`src/mcu_exec_pkg.sv`:
```
// Purpose: execute subset constants
// Assumes: 8-bit data, 11-bit pc
// Notes:   opcode codes are local
package mcu_exec_pkg;

  localparam int DATA_W      = 8;
  localparam int PC_W        = 11;
  localparam int RAM_AW      = 8;
  localparam int STACK_DEPTH = 8;
  localparam int STACK_PW    = 3;
  localparam int BIT_SEL_W   = 3;
  localparam int MSB         = DATA_W - 1;
  localparam int NIB         = 4;

  // clock figures: one instruction cycle is two core clocks at 200 MHz
  localparam int CLK_PERIOD_PS      = 5000;
  localparam int INSTR_CYCLE_PS     = 10000;
  localparam int CLOCKS_PER_INSTR   = INSTR_CYCLE_PS / CLK_PERIOD_PS;

  localparam logic [PC_W-1:0]   PC_RESET      = 11'h000;
  localparam logic [PC_W-1:0]   INT_VECTOR    = 11'h004;
  localparam logic [PC_W-1:0]   PC_STEP       = 11'h001;
  localparam logic [PC_W-1:0]   PC_SKIP_STEP  = 11'h002;
  localparam logic [DATA_W-1:0] BYTE_ZERO     = 8'h00;
  localparam logic [DATA_W-1:0] BYTE_ONE      = 8'h01;
  localparam logic [DATA_W-1:0] BYTE_ALL_ONES = 8'hFF;
  localparam logic [STACK_PW-1:0] PTR_ONE     = 3'h1;
  localparam logic [STACK_PW-1:0] PTR_TWO     = 3'h2;

  typedef enum logic [4:0] {
    OP_IDLE_CYCLE                    = 5'h00,
    OP_INCREMENT_TO_ACC              = 5'h01,
    OP_JUMP_ABSOLUTE                 = 5'h02,
    OP_COPY_MEM_TO_ACC               = 5'h03,
    OP_COPY_IMM_TO_ACC               = 5'h04,
    OP_COPY_ACC_TO_MEM               = 5'h05,
    OP_OR_MEM_TO_ACC                 = 5'h06,
    OP_OR_IMM_TO_ACC                 = 5'h07,
    OP_DISJUNCTION_INTO_RAM          = 5'h08,
    OP_SUBROUTINE_EXIT               = 5'h09,
    OP_SUBROUTINE_EXIT_IMM           = 5'h0A,
    OP_INTERRUPT_EXIT                = 5'h0B,
    OP_ROTATE_LEFT_IN_PLACE          = 5'h0C,
    OP_ROTATE_LEFT_TO_ACC            = 5'h0D,
    OP_CARRY_ROTATE_LEFT             = 5'h0E,
    OP_CARRY_ROTATE_LEFT_TO_ACC      = 5'h0F,
    OP_ROTATE_RIGHT_IN_PLACE         = 5'h10,
    OP_ROTATE_RIGHT_TO_ACC           = 5'h11,
    OP_CARRY_ROTATE_RIGHT            = 5'h12,
    OP_CARRY_ROTATE_RIGHT_TO_ACC     = 5'h13,
    OP_BORROW_SUBTRACT               = 5'h14,
    OP_BORROW_SUBTRACT_TO_RAM        = 5'h15,
    OP_DECREMENT_SKIP_IF_ZERO        = 5'h16,
    OP_DECREMENT_SKIP_IF_ZERO_TO_ACC = 5'h17,
    OP_INCREMENT_SKIP_IF_ZERO        = 5'h18,
    OP_INCREMENT_SKIP_IF_ZERO_TO_ACC = 5'h19,
    OP_SET_BYTE                      = 5'h1A,
    OP_SET_BIT                       = 5'h1B
  } op_type;

  typedef enum logic [1:0] {
    S_READY   = 2'b00,
    S_EXEC    = 2'b01,
    S_DUMMY_A = 2'b10,
    S_DUMMY_B = 2'b11
  } state_type;

endpackage

```
`src/exec_data_ram.sv`:
```
// Purpose: data memory, registered read
// Assumes: no same-word read and write
// Notes:   contents not reset
`timescale 1ns/100ps
`default_nettype none
module exec_data_ram
  import mcu_exec_pkg::*;
(
  input  wire logic                core_clk,
  input  wire logic                resetn,
  input  wire logic [RAM_AW-1:0]   rdAddr,
  output logic      [DATA_W-1:0]   rdData,
  input  wire logic                wrEn,
  input  wire logic [RAM_AW-1:0]   wrAddr,
  input  wire logic [DATA_W-1:0]   wrData
);
  logic [DATA_W-1:0] memArray [0:(1<<RAM_AW)-1];

  // array write, no reset so it maps to a RAM macro
  always_ff @(posedge core_clk) begin
    if (wrEn) begin
      memArray[wrAddr] <= wrData;
    end
  end

  // read data always comes out of a flop
  always_ff @(posedge core_clk or negedge resetn) begin
    if (!resetn) begin
      rdData <= BYTE_ZERO;
    end else begin
      rdData <= memArray[rdAddr];
    end
  end
endmodule
`default_nettype wire

```
`src/exec_stack.sv`:
```
// Purpose: return stack, registered top
// Assumes: no push with pop
// Notes:   overflow wraps
`timescale 1ns/100ps
`default_nettype none
module exec_stack
  import mcu_exec_pkg::*;
(
  input  wire logic              core_clk,
  input  wire logic              resetn,
  input  wire logic              push,
  input  wire logic              pop,
  input  wire logic [PC_W-1:0]   pushData,
  output logic      [PC_W-1:0]   top
);
  logic [PC_W-1:0]     entry_reg [0:STACK_DEPTH-1];
  logic [STACK_PW-1:0] ptr_reg;
  logic [STACK_PW-1:0] ptr_next;
  logic [PC_W-1:0]     top_next;

  // top kept in a flop so a pop has no read delay
  always_comb begin
    ptr_next = ptr_reg;
    top_next = top;
    if (push) begin
      ptr_next = ptr_reg + PTR_ONE;
      top_next = pushData;
    end else if (pop) begin
      ptr_next = ptr_reg - PTR_ONE;
      top_next = entry_reg[ptr_reg - PTR_TWO];
    end
  end

  always_ff @(posedge core_clk or negedge resetn) begin
    if (!resetn) begin
      ptr_reg <= '0;
      top     <= PC_RESET;
      for (int i = 0; i < STACK_DEPTH; i++) begin
        entry_reg[i] <= PC_RESET;
      end
    end else begin
      ptr_reg <= ptr_next;
      top     <= top_next;
      if (push) begin
        entry_reg[ptr_reg] <= pushData;
      end
    end
  end
endmodule
`default_nettype wire

```
`src/mcu_instruction_execute_subset.sv`:
```
// Purpose: 8-bit instruction execute subset
// Assumes: valid/ready instruction handshake
// Notes:   two clocks per instruction cycle
//
// Behaviour
// RULE_01: acc takes memory plus one; zero only.
// RULE_02: jump loads pc, two cycles.
// RULE_03: copies change no flag.
// RULE_04: idle changes nothing.
// RULE_05: OR into acc or memory; zero only.
// RULE_06: exit pops pc.
// RULE_07: exit with immediate loads acc.
// RULE_08: interrupt exit pops pc, sets enable.
// RULE_09: left rotate, bit 7 into bit 0.
// RULE_10: left rotate through carry.
// RULE_11: right rotate, bit 0 into bit 7.
// RULE_12: right rotate through carry.
// RULE_13: borrow subtract sets C OV Z AC.
// RULE_14: decrement-skip to memory.
// RULE_15: decrement-skip to acc.
// RULE_16: set-byte writes all ones.
// RULE_17: set-bit forces one bit.
// RULE_18: increment-skip to memory.
// RULE_19: taken skip two cycles, else one.
// RULE_20: others take one cycle; the three exits here take two, like jump.
`timescale 1ns/100ps
`default_nettype none
module mcu_instruction_execute_subset
  import mcu_exec_pkg::*;
(
  input  wire logic                    core_clk,
  input  wire logic                    resetn,
  input  wire logic                    instrValid,
  output logic                         instrReady,
  input  wire mcu_exec_pkg::op_type    instrOp,
  input  wire logic [mcu_exec_pkg::RAM_AW-1:0]    instrAddr,
  input  wire logic [mcu_exec_pkg::DATA_W-1:0]    instrImm,
  input  wire logic [mcu_exec_pkg::PC_W-1:0]      instrTarget,
  input  wire logic [mcu_exec_pkg::BIT_SEL_W-1:0] instrBit,
  input  wire logic                    intPending,
  output logic                         intAck,
  output logic [mcu_exec_pkg::PC_W-1:0]   pc,
  output logic [mcu_exec_pkg::DATA_W-1:0] acc,
  output logic                         carryFlag,
  output logic                         zeroFlag,
  output logic                         auxCarryFlag,
  output logic                         overflowFlag,
  output logic                         globalInterruptEnable
);
  import mcu_exec_pkg::*;

  ////////////////////////////////////////////////////////////////////////////
  // helpers

  // rotate one place; returns {carry out, result}
  function automatic logic [DATA_W:0] rotateByte(input logic [DATA_W-1:0] val,
                                                 input logic left,
                                                 input logic thruCarry,
                                                 input logic cin);
    logic inBit;
    logic outBit;
    if (left) begin
      outBit = val[MSB];
      inBit  = thruCarry ? cin : val[MSB];
      rotateByte = {outBit, val[MSB-1:0], inBit};
    end else begin
      outBit = val[0];
      inBit  = thruCarry ? cin : val[0];
      rotateByte = {outBit, inBit, val[MSB:1]};
    end
  endfunction

  ////////////////////////////////////////////////////////////////////////////
  // state

  state_type         state_reg, state_next;
  op_type            op_reg, op_next;
  logic [RAM_AW-1:0] addr_reg, addr_next;
  logic [DATA_W-1:0] imm_reg, imm_next;
  logic [PC_W-1:0]   target_reg, target_next;
  logic [BIT_SEL_W-1:0] bit_reg, bit_next;
  logic [PC_W-1:0]   pc_next;
  logic [DATA_W-1:0] acc_next;
  logic              carry_next, zero_next, aux_next, ovf_next, gie_next;

  logic [DATA_W-1:0] memData;
  logic [PC_W-1:0]   stackTop;
  logic              ramWrEn;
  logic [DATA_W-1:0] ramWrData;
  logic              stackPush, stackPop;
  logic              intTake;

  logic [DATA_W:0]   rotResult;
  logic [DATA_W:0]   subWide;
  logic [NIB:0]      subNibble;
  logic [DATA_W-1:0] incByte, decByte;
  logic              branch, skip;

  ////////////////////////////////////////////////////////////////////////////
  // submodules

  exec_data_ram u_ram (
    .core_clk (core_clk),
    .resetn   (resetn),
    .rdAddr   (instrAddr),
    .rdData   (memData),
    .wrEn     (ramWrEn),
    .wrAddr   (addr_reg),
    .wrData   (ramWrData)
  );

  exec_stack u_stack (
    .core_clk (core_clk),
    .resetn   (resetn),
    .push     (stackPush),
    .pop      (stackPop),
    .pushData (pc),
    .top      (stackTop)
  );

  ////////////////////////////////////////////////////////////////////////////
  // shared datapath terms

  // RULE_13 borrow subtract arithmetic
  assign subWide   = {1'b0, acc} - {1'b0, memData} - {{DATA_W{1'b0}}, ~carryFlag};
  assign subNibble = {1'b0, acc[NIB-1:0]} - {1'b0, memData[NIB-1:0]}
                     - {{NIB{1'b0}}, ~carryFlag};
  assign incByte   = memData + BYTE_ONE;
  assign decByte   = memData - BYTE_ONE;

  // a pending interrupt beats a new instruction while globalInterruptEnable is set
  assign intTake    = (state_reg == S_READY) && globalInterruptEnable && intPending;
  assign instrReady = (state_reg == S_READY) && !intTake;
  assign intAck     = intTake;

  ////////////////////////////////////////////////////////////////////////////
  // next state

  always_comb begin
    state_next  = state_reg;
    op_next     = op_reg;
    addr_next   = addr_reg;
    imm_next    = imm_reg;
    target_next = target_reg;
    bit_next    = bit_reg;
    pc_next     = pc;
    acc_next    = acc;
    carry_next  = carryFlag;
    zero_next   = zeroFlag;
    aux_next    = auxCarryFlag;
    ovf_next    = overflowFlag;
    gie_next    = globalInterruptEnable;
    ramWrEn     = 1'b0;
    ramWrData   = BYTE_ZERO;
    stackPush   = 1'b0;
    stackPop    = 1'b0;
    branch      = 1'b0;
    skip        = 1'b0;
    rotResult   = rotateByte(memData, op_reg[2], op_reg[1], carryFlag);
    case (state_reg)
      S_READY: begin
        // RULE_08 pending interrupt entered first
        if (intTake) begin
          stackPush  = 1'b1;
          pc_next    = INT_VECTOR;
          gie_next   = 1'b0;
          state_next = S_DUMMY_A;
        end else if (instrValid) begin
          op_next     = instrOp;
          addr_next   = instrAddr;
          imm_next    = instrImm;
          target_next = instrTarget;
          bit_next    = instrBit;
          state_next  = S_EXEC;
        end
      end
      S_EXEC: begin
        case (op_reg)
          // RULE_04 idle changes nothing
          OP_IDLE_CYCLE: begin
          end
          // RULE_01 increment into acc
          OP_INCREMENT_TO_ACC: begin
            acc_next  = incByte;
            zero_next = (incByte == BYTE_ZERO);
          end
          // RULE_02 load jump target
          OP_JUMP_ABSOLUTE: begin
            pc_next = target_reg;
            branch  = 1'b1;
          end
          // RULE_03 copy forms, flags kept
          OP_COPY_MEM_TO_ACC: acc_next = memData;
          OP_COPY_IMM_TO_ACC: acc_next = imm_reg;
          OP_COPY_ACC_TO_MEM: begin
            ramWrEn   = 1'b1;
            ramWrData = acc;
          end
          // RULE_05 OR forms, zero only
          OP_OR_MEM_TO_ACC: begin
            acc_next  = acc | memData;
            zero_next = ((acc | memData) == BYTE_ZERO);
          end
          OP_OR_IMM_TO_ACC: begin
            acc_next  = acc | imm_reg;
            zero_next = ((acc | imm_reg) == BYTE_ZERO);
          end
          OP_DISJUNCTION_INTO_RAM: begin
            ramWrEn   = 1'b1;
            ramWrData = acc | memData;
            zero_next = ((acc | memData) == BYTE_ZERO);
          end
          // RULE_06 pop return address
          OP_SUBROUTINE_EXIT: begin
            stackPop = 1'b1;
            pc_next  = stackTop;
            branch   = 1'b1;
          end
          // RULE_07 pop and load immediate
          OP_SUBROUTINE_EXIT_IMM: begin
            stackPop = 1'b1;
            pc_next  = stackTop;
            acc_next = imm_reg;
            branch   = 1'b1;
          end
          // RULE_08 pop and re-enable
          OP_INTERRUPT_EXIT: begin
            stackPop = 1'b1;
            pc_next  = stackTop;
            gie_next = 1'b1;
            branch   = 1'b1;
          end
          // RULE_09 RULE_11 plain rotates to memory
          OP_ROTATE_LEFT_IN_PLACE, OP_ROTATE_RIGHT_IN_PLACE: begin
            ramWrEn   = 1'b1;
            ramWrData = rotResult[DATA_W-1:0];
          end
          // RULE_09 RULE_11 plain rotates to acc
          OP_ROTATE_LEFT_TO_ACC, OP_ROTATE_RIGHT_TO_ACC: begin
            acc_next = rotResult[DATA_W-1:0];
          end
          // RULE_10 RULE_12 carry rotates to memory
          OP_CARRY_ROTATE_LEFT, OP_CARRY_ROTATE_RIGHT: begin
            ramWrEn    = 1'b1;
            ramWrData  = rotResult[DATA_W-1:0];
            carry_next = rotResult[DATA_W];
          end
          // RULE_10 RULE_12 carry rotates to acc
          OP_CARRY_ROTATE_LEFT_TO_ACC, OP_CARRY_ROTATE_RIGHT_TO_ACC: begin
            acc_next   = rotResult[DATA_W-1:0];
            carry_next = rotResult[DATA_W];
          end
          // RULE_13 subtract with borrow, both forms
          OP_BORROW_SUBTRACT, OP_BORROW_SUBTRACT_TO_RAM: begin
            if (op_reg == OP_BORROW_SUBTRACT_TO_RAM) begin
              ramWrEn   = 1'b1;
              ramWrData = subWide[DATA_W-1:0];
            end else begin
              acc_next = subWide[DATA_W-1:0];
            end
            carry_next = ~subWide[DATA_W];
            aux_next   = ~subNibble[NIB];
            zero_next  = (subWide[DATA_W-1:0] == BYTE_ZERO);
            ovf_next   = (acc[MSB] ^ memData[MSB]) & (acc[MSB] ^ subWide[MSB]);
          end
          // RULE_14 decrement to memory, skip on zero
          OP_DECREMENT_SKIP_IF_ZERO: begin
            ramWrEn   = 1'b1;
            ramWrData = decByte;
            skip      = (decByte == BYTE_ZERO);
          end
          // RULE_15 decrement to acc, memory kept
          OP_DECREMENT_SKIP_IF_ZERO_TO_ACC: begin
            acc_next = decByte;
            skip     = (decByte == BYTE_ZERO);
          end
          // RULE_18 increment to memory, skip on zero
          OP_INCREMENT_SKIP_IF_ZERO: begin
            ramWrEn   = 1'b1;
            ramWrData = incByte;
            skip      = (incByte == BYTE_ZERO);
          end
          OP_INCREMENT_SKIP_IF_ZERO_TO_ACC: begin
            acc_next = incByte;
            skip     = (incByte == BYTE_ZERO);
          end
          // RULE_16 all ones
          OP_SET_BYTE: begin
            ramWrEn   = 1'b1;
            ramWrData = BYTE_ALL_ONES;
          end
          // RULE_17 force one bit
          OP_SET_BIT: begin
            ramWrEn   = 1'b1;
            ramWrData = memData | (BYTE_ONE << bit_reg);
          end
          default: begin
          end
        endcase
        // RULE_19 taken skip adds a dummy cycle
        if (!branch) begin
          pc_next = pc + (skip ? PC_SKIP_STEP : PC_STEP);
        end
        // RULE_20 plain ops ready at once
        state_next = (branch || skip) ? S_DUMMY_A : S_READY;
      end
      // RULE_02 RULE_19 dummy instruction cycle
      S_DUMMY_A: state_next = S_DUMMY_B;
      S_DUMMY_B: state_next = S_READY;
      default:   state_next = S_READY;
    endcase
  end

  ////////////////////////////////////////////////////////////////////////////
  // registers

  always_ff @(posedge core_clk or negedge resetn) begin
    if (!resetn) begin
      state_reg             <= S_READY;
      op_reg                <= OP_IDLE_CYCLE;
      addr_reg              <= '0;
      imm_reg               <= BYTE_ZERO;
      target_reg            <= PC_RESET;
      bit_reg               <= '0;
      pc                    <= PC_RESET;
      acc                   <= BYTE_ZERO;
      carryFlag             <= 1'b0;
      zeroFlag              <= 1'b0;
      auxCarryFlag          <= 1'b0;
      overflowFlag          <= 1'b0;
      globalInterruptEnable <= 1'b0;
    end else begin
      state_reg             <= state_next;
      op_reg                <= op_next;
      addr_reg              <= addr_next;
      imm_reg               <= imm_next;
      target_reg            <= target_next;
      bit_reg               <= bit_next;
      pc                    <= pc_next;
      acc                   <= acc_next;
      carryFlag             <= carry_next;
      zeroFlag              <= zero_next;
      auxCarryFlag          <= aux_next;
      overflowFlag          <= ovf_next;
      globalInterruptEnable <= gie_next;
    end
  end

endmodule
`default_nettype wire

```
`config.mk`:
```
export PLATFORM = sky130hd
export DESIGN_NAME = mcu_instruction_execute_subset
export DESIGN_NICKNAME = d
export VERILOG_FILES = /design/src/mcu_exec_pkg.sv /design/src/exec_data_ram.sv /design/src/exec_stack.sv /design/src/mcu_instruction_execute_subset.sv
export SDC_FILE = /design/constraint.sdc
export NUM_CORES = 2
export LEC_CHECK = 0
export BUFFER_PORTS_ARGS = -buffer_cell sky130_fd_sc_hd__buf_2
export CORE_ASPECT_RATIO = 0.8
export CORE_MARGIN = 5
export CORE_UTILIZATION = 63
export DETAILED_ROUTE_END_ITERATION = 8
export PLACE_DENSITY_LB_ADDON = 0.1
export SLEW_MARGIN = 20
export SYNTH_ARGS = -nofsm -noshare
export SYNTH_HDL_FRONTEND = slang
export SYNTH_SLANG_ARGS = --single-unit
```
`constraint.sdc`:
```
create_clock -name core_clk -period 12.55 [get_ports core_clk]
set_clock_uncertainty 0.1 [all_clocks]
set_input_delay 1.255 -clock core_clk [delete_from_list [all_inputs] [get_ports core_clk]]
set_output_delay 1.255 -clock core_clk [all_outputs]
set_load 0.02 [all_outputs]
```
==> flow_summary.toml <==
[critical_path]
slowest_stage = "buf_4"
crit_fanout = 113
cp_common_cell = "ha_1"
rr_worst_depth = 12
end_kind = "flop"
worstPathCellList = "inv_1 > ha_1 > ha_1 > nor3_1 > a311oi_1 > a21o_1 > a21oi_1 > xnor2_1 > nand2_1 > a31oi_4 > buf_4 > buf_6"
reg2reg_slack_ns = 7.22
crit_path_start_kind = "flop"
cp_data_required_time_ns = 12.95
slowest_delay_ns = 0.86
critPathKind = "flop to flop"
cp.arrival_ns = 5.72
r2r_end = "u_ram.memArray[28][7]"
critPathLaunch = "u_ram.rdData[3]"
timing.rr.start = "u_ram.rdData[3]"

[die]
start_util = 0.6334
io_pins = 65
die_area_mm2 = 0.1489
die_h_um = 346.2
die_w_um = 430.2
coreArea_mm2 = 0.1405
rows = 123

[power]
vdd_drop_max_v = 0.0001356
total_power_mw = 17.52
p_leak_nw = 32.11
power_density_mw_per_mm2 = 179.9

[placed_design]
dpl.hpwl_mm = 127.4
place_congestion = 0.9198
io_buffer_count = 64
placed_area_mm2 = 0.09104
pre_cts_slack_ns = 6.470

[drt]
ant_nets = 0
via_per_inst = 6.869
vias = 45440
firstDrtPassIters = 5
drc = 0
drt_iter0_markers = 6377
wl_mm = 213.1
routedWlPerCell_um = 32.21

[sta]
finalHoldViolations = 0
timing.final.crit_share = 0.4244
setup_viol = 0
max_freq_ghz = 0.1878
layout_min_cycle_time_ns = 5.326
setup_ws_ns = 7.224
slew_viol_final = 0
relSlewSlack = 0.1658
fin_hold_ws_ns = 0.3804
tns_ns = 0
rsz0062_at_grt = "no"
tightest_slew_ns = 1.251

[run]
cap_viol_max_count = 0

[synth]
postSynthCellCount = 4504
ys_ff_latch = 2219
syn-num-nets = 4576
async_reset_ff_frac = 0.07706
yosysSeqAreaShare = 0.7391
avgSynthCellArea_um2 = 19.76
ys_types = 64
netlist_area_mm2 = 0.08900
synth_ff_type = "edfxtp_1"
synth_edf_count = 2048
yosysWarnings = 0

[cells_and_area]
largest_reg_flops = 2048
fin_nets = 4640
syn_to_final_growth_pct = 9.408
fin_area_mm2 = 0.09737
fillCellCount = 8744
drive_gt1_frac = 0.2359

[clock_tree]
clkLatencyLatePin_ns = 0.84
clock_path_buffers = 3
cts_tree = "done"
cts_hold_buf = 0
path_clk_slew_ns = 0.06
cts_resized = 0
h-tree-depth = 4
cts_setup_buffers = 0
cts_sinks = 2219
cts_root_buf = "clkbuf_16"
numCtsBuffers = 201

[global_route]
track_usage = 0.2888
antenna_found_initial = 9
grt_overflow_total = 0
grt_pass1_vias = 44430
grt_pass1_wl_mm = 313.6
grt_max_degree = 225

[hold_path]
holdPathStages = 2
hold_end = "u_stack.entry_reg[34]"
holdCritPathClass = "flop to flop"
hold_path.startpoint = "u_stack.entry_reg[34]"

[status]
outcome = "complete, no violations"
==> synthesized netlist by cell type, types with 10 or more instances <==
cell type / n / area share
a211oi_1: 24 / 0.0020
a21oi_1: 78 / 0.0044
a221oi_1: 14 / 0.0014
a22oi_1: 99 / 0.0084
a31oi_1: 18 / 0.0013
and3_1: 15 / 0.0011
buf_1: 19 / 0.00080
buf_2: 60 / 0.0034
buf_4: 50 / 0.0042
buf_6: 13 / 0.0016
clkbuf_1: 143 / 0.0060
dfrtp_1: 171 / 0.048
edfxtp_1: 2048 / 0.69
ha_1: 29 / 0.0041
inv_1: 37 / 0.0016
mux2_2: 119 / 0.015
mux2i_1: 132 / 0.015
mux4_2: 552 / 0.14
nand2_1: 104 / 0.0044
nand2b_1: 16 / 0.0011
nand3_1: 73 / 0.0041
nand4_1: 28 / 0.0020
nor2_1: 333 / 0.014
nor2b_1: 27 / 0.0019
nor3_1: 34 / 0.0019
nor4_1: 10 / 0.00070
o21ai_0: 66 / 0.0037
o221ai_1: 25 / 0.0025
o22ai_1: 48 / 0.0034
or3_1: 13 / 0.00091
xnor2_1: 18 / 0.0018
==> worst max-delay path by stage <==
stage | endpoint | slack, ns | cells past startpoint
after floorplan | u_ram.memArray[0][7] | 1.43 | 11
after global placement | u_ram.rdData[3] | 6.50 | 9
after detailed placement | u_ram.rdData[3] | 6.47 | 9
after CTS | u_ram.memArray[94][7] | 7.01 | 12
after global routing | u_ram.memArray[28][7] | 6.86 | 12
final | u_ram.memArray[28][7] | 7.22 | 12
==> final cells by class <==
class | instances | area, um^2 | area share
tap | 1875 | 2346 | 0.02409
clock buffer | 273 | 5473 | 0.05621
antenna | 4 | 10.01 | 0.0001028
sequential | 2219 | 65780 | 0.6756
inverter | 38 | 142.6 | 0.001465
timing repair buffer | 148 | 1105 | 0.01135
clock inverter | 98 | 779.5 | 0.008006
multi-input combinational | 1960 | 21730 | 0.2232
==> placed cells by master, fill, tap and decap left out, types with 76 or more instances in the layout <==
cell type / count
mux4_2: 552
a22oi_1: 99
edfxtp_1: 2048
nand2_1: 103
buf_4: 76
mux2i_1: 132
dfrtp_1: 170
nor2_1: 328
clkbuf_16: 203
mux2_2: 119
==> critical path: cells and delay by family (launching register included) <==
family,cells,cell delay [ns]
and+or+nand+nor,2,0.24
buffers and inverters,3,1.78
DFF,1,0.77
xor gates and xnor gates,1,0.40
AOI/OAI and AO/OA,4,0.85
adders and majority gates,2,0.67
==> metal layers <==
metal,track usage,part of all wire
met4,0.07665,0.026
met1,0.4503,0.41
met3,0.06176,0.10
met2,0.4266,0.46
met5,0,0.00032
==> report_power, final <==
part           switching (mW)  internal (mW)  leakage, nW
clock                    2.66           3.22         3.06
sequential              0.297           8.72         21.4
combinational            1.78          0.843         7.66
==> through the flow <==
step                instances  utilization
finish                   6615       0.6930
global placement         6237       0.6479
global route             6613       0.6929
CTS                      6609       0.6925
detailed placement       6238       0.6480
floorplan                4504            -
==> kinds of logic after synthesis <==
| group | synth area share |
|---|---|
| flops | 0.7391 |
| mux | 0.1696 |
| simple gates | 0.03395 |
| compound gates | 0.03168 |
| buf+inv | 0.01801 |
| fa+ha+maj | 0.005089 |
| xor+xnor | 0.002559 |
Power figures use the tool's default switching activity.
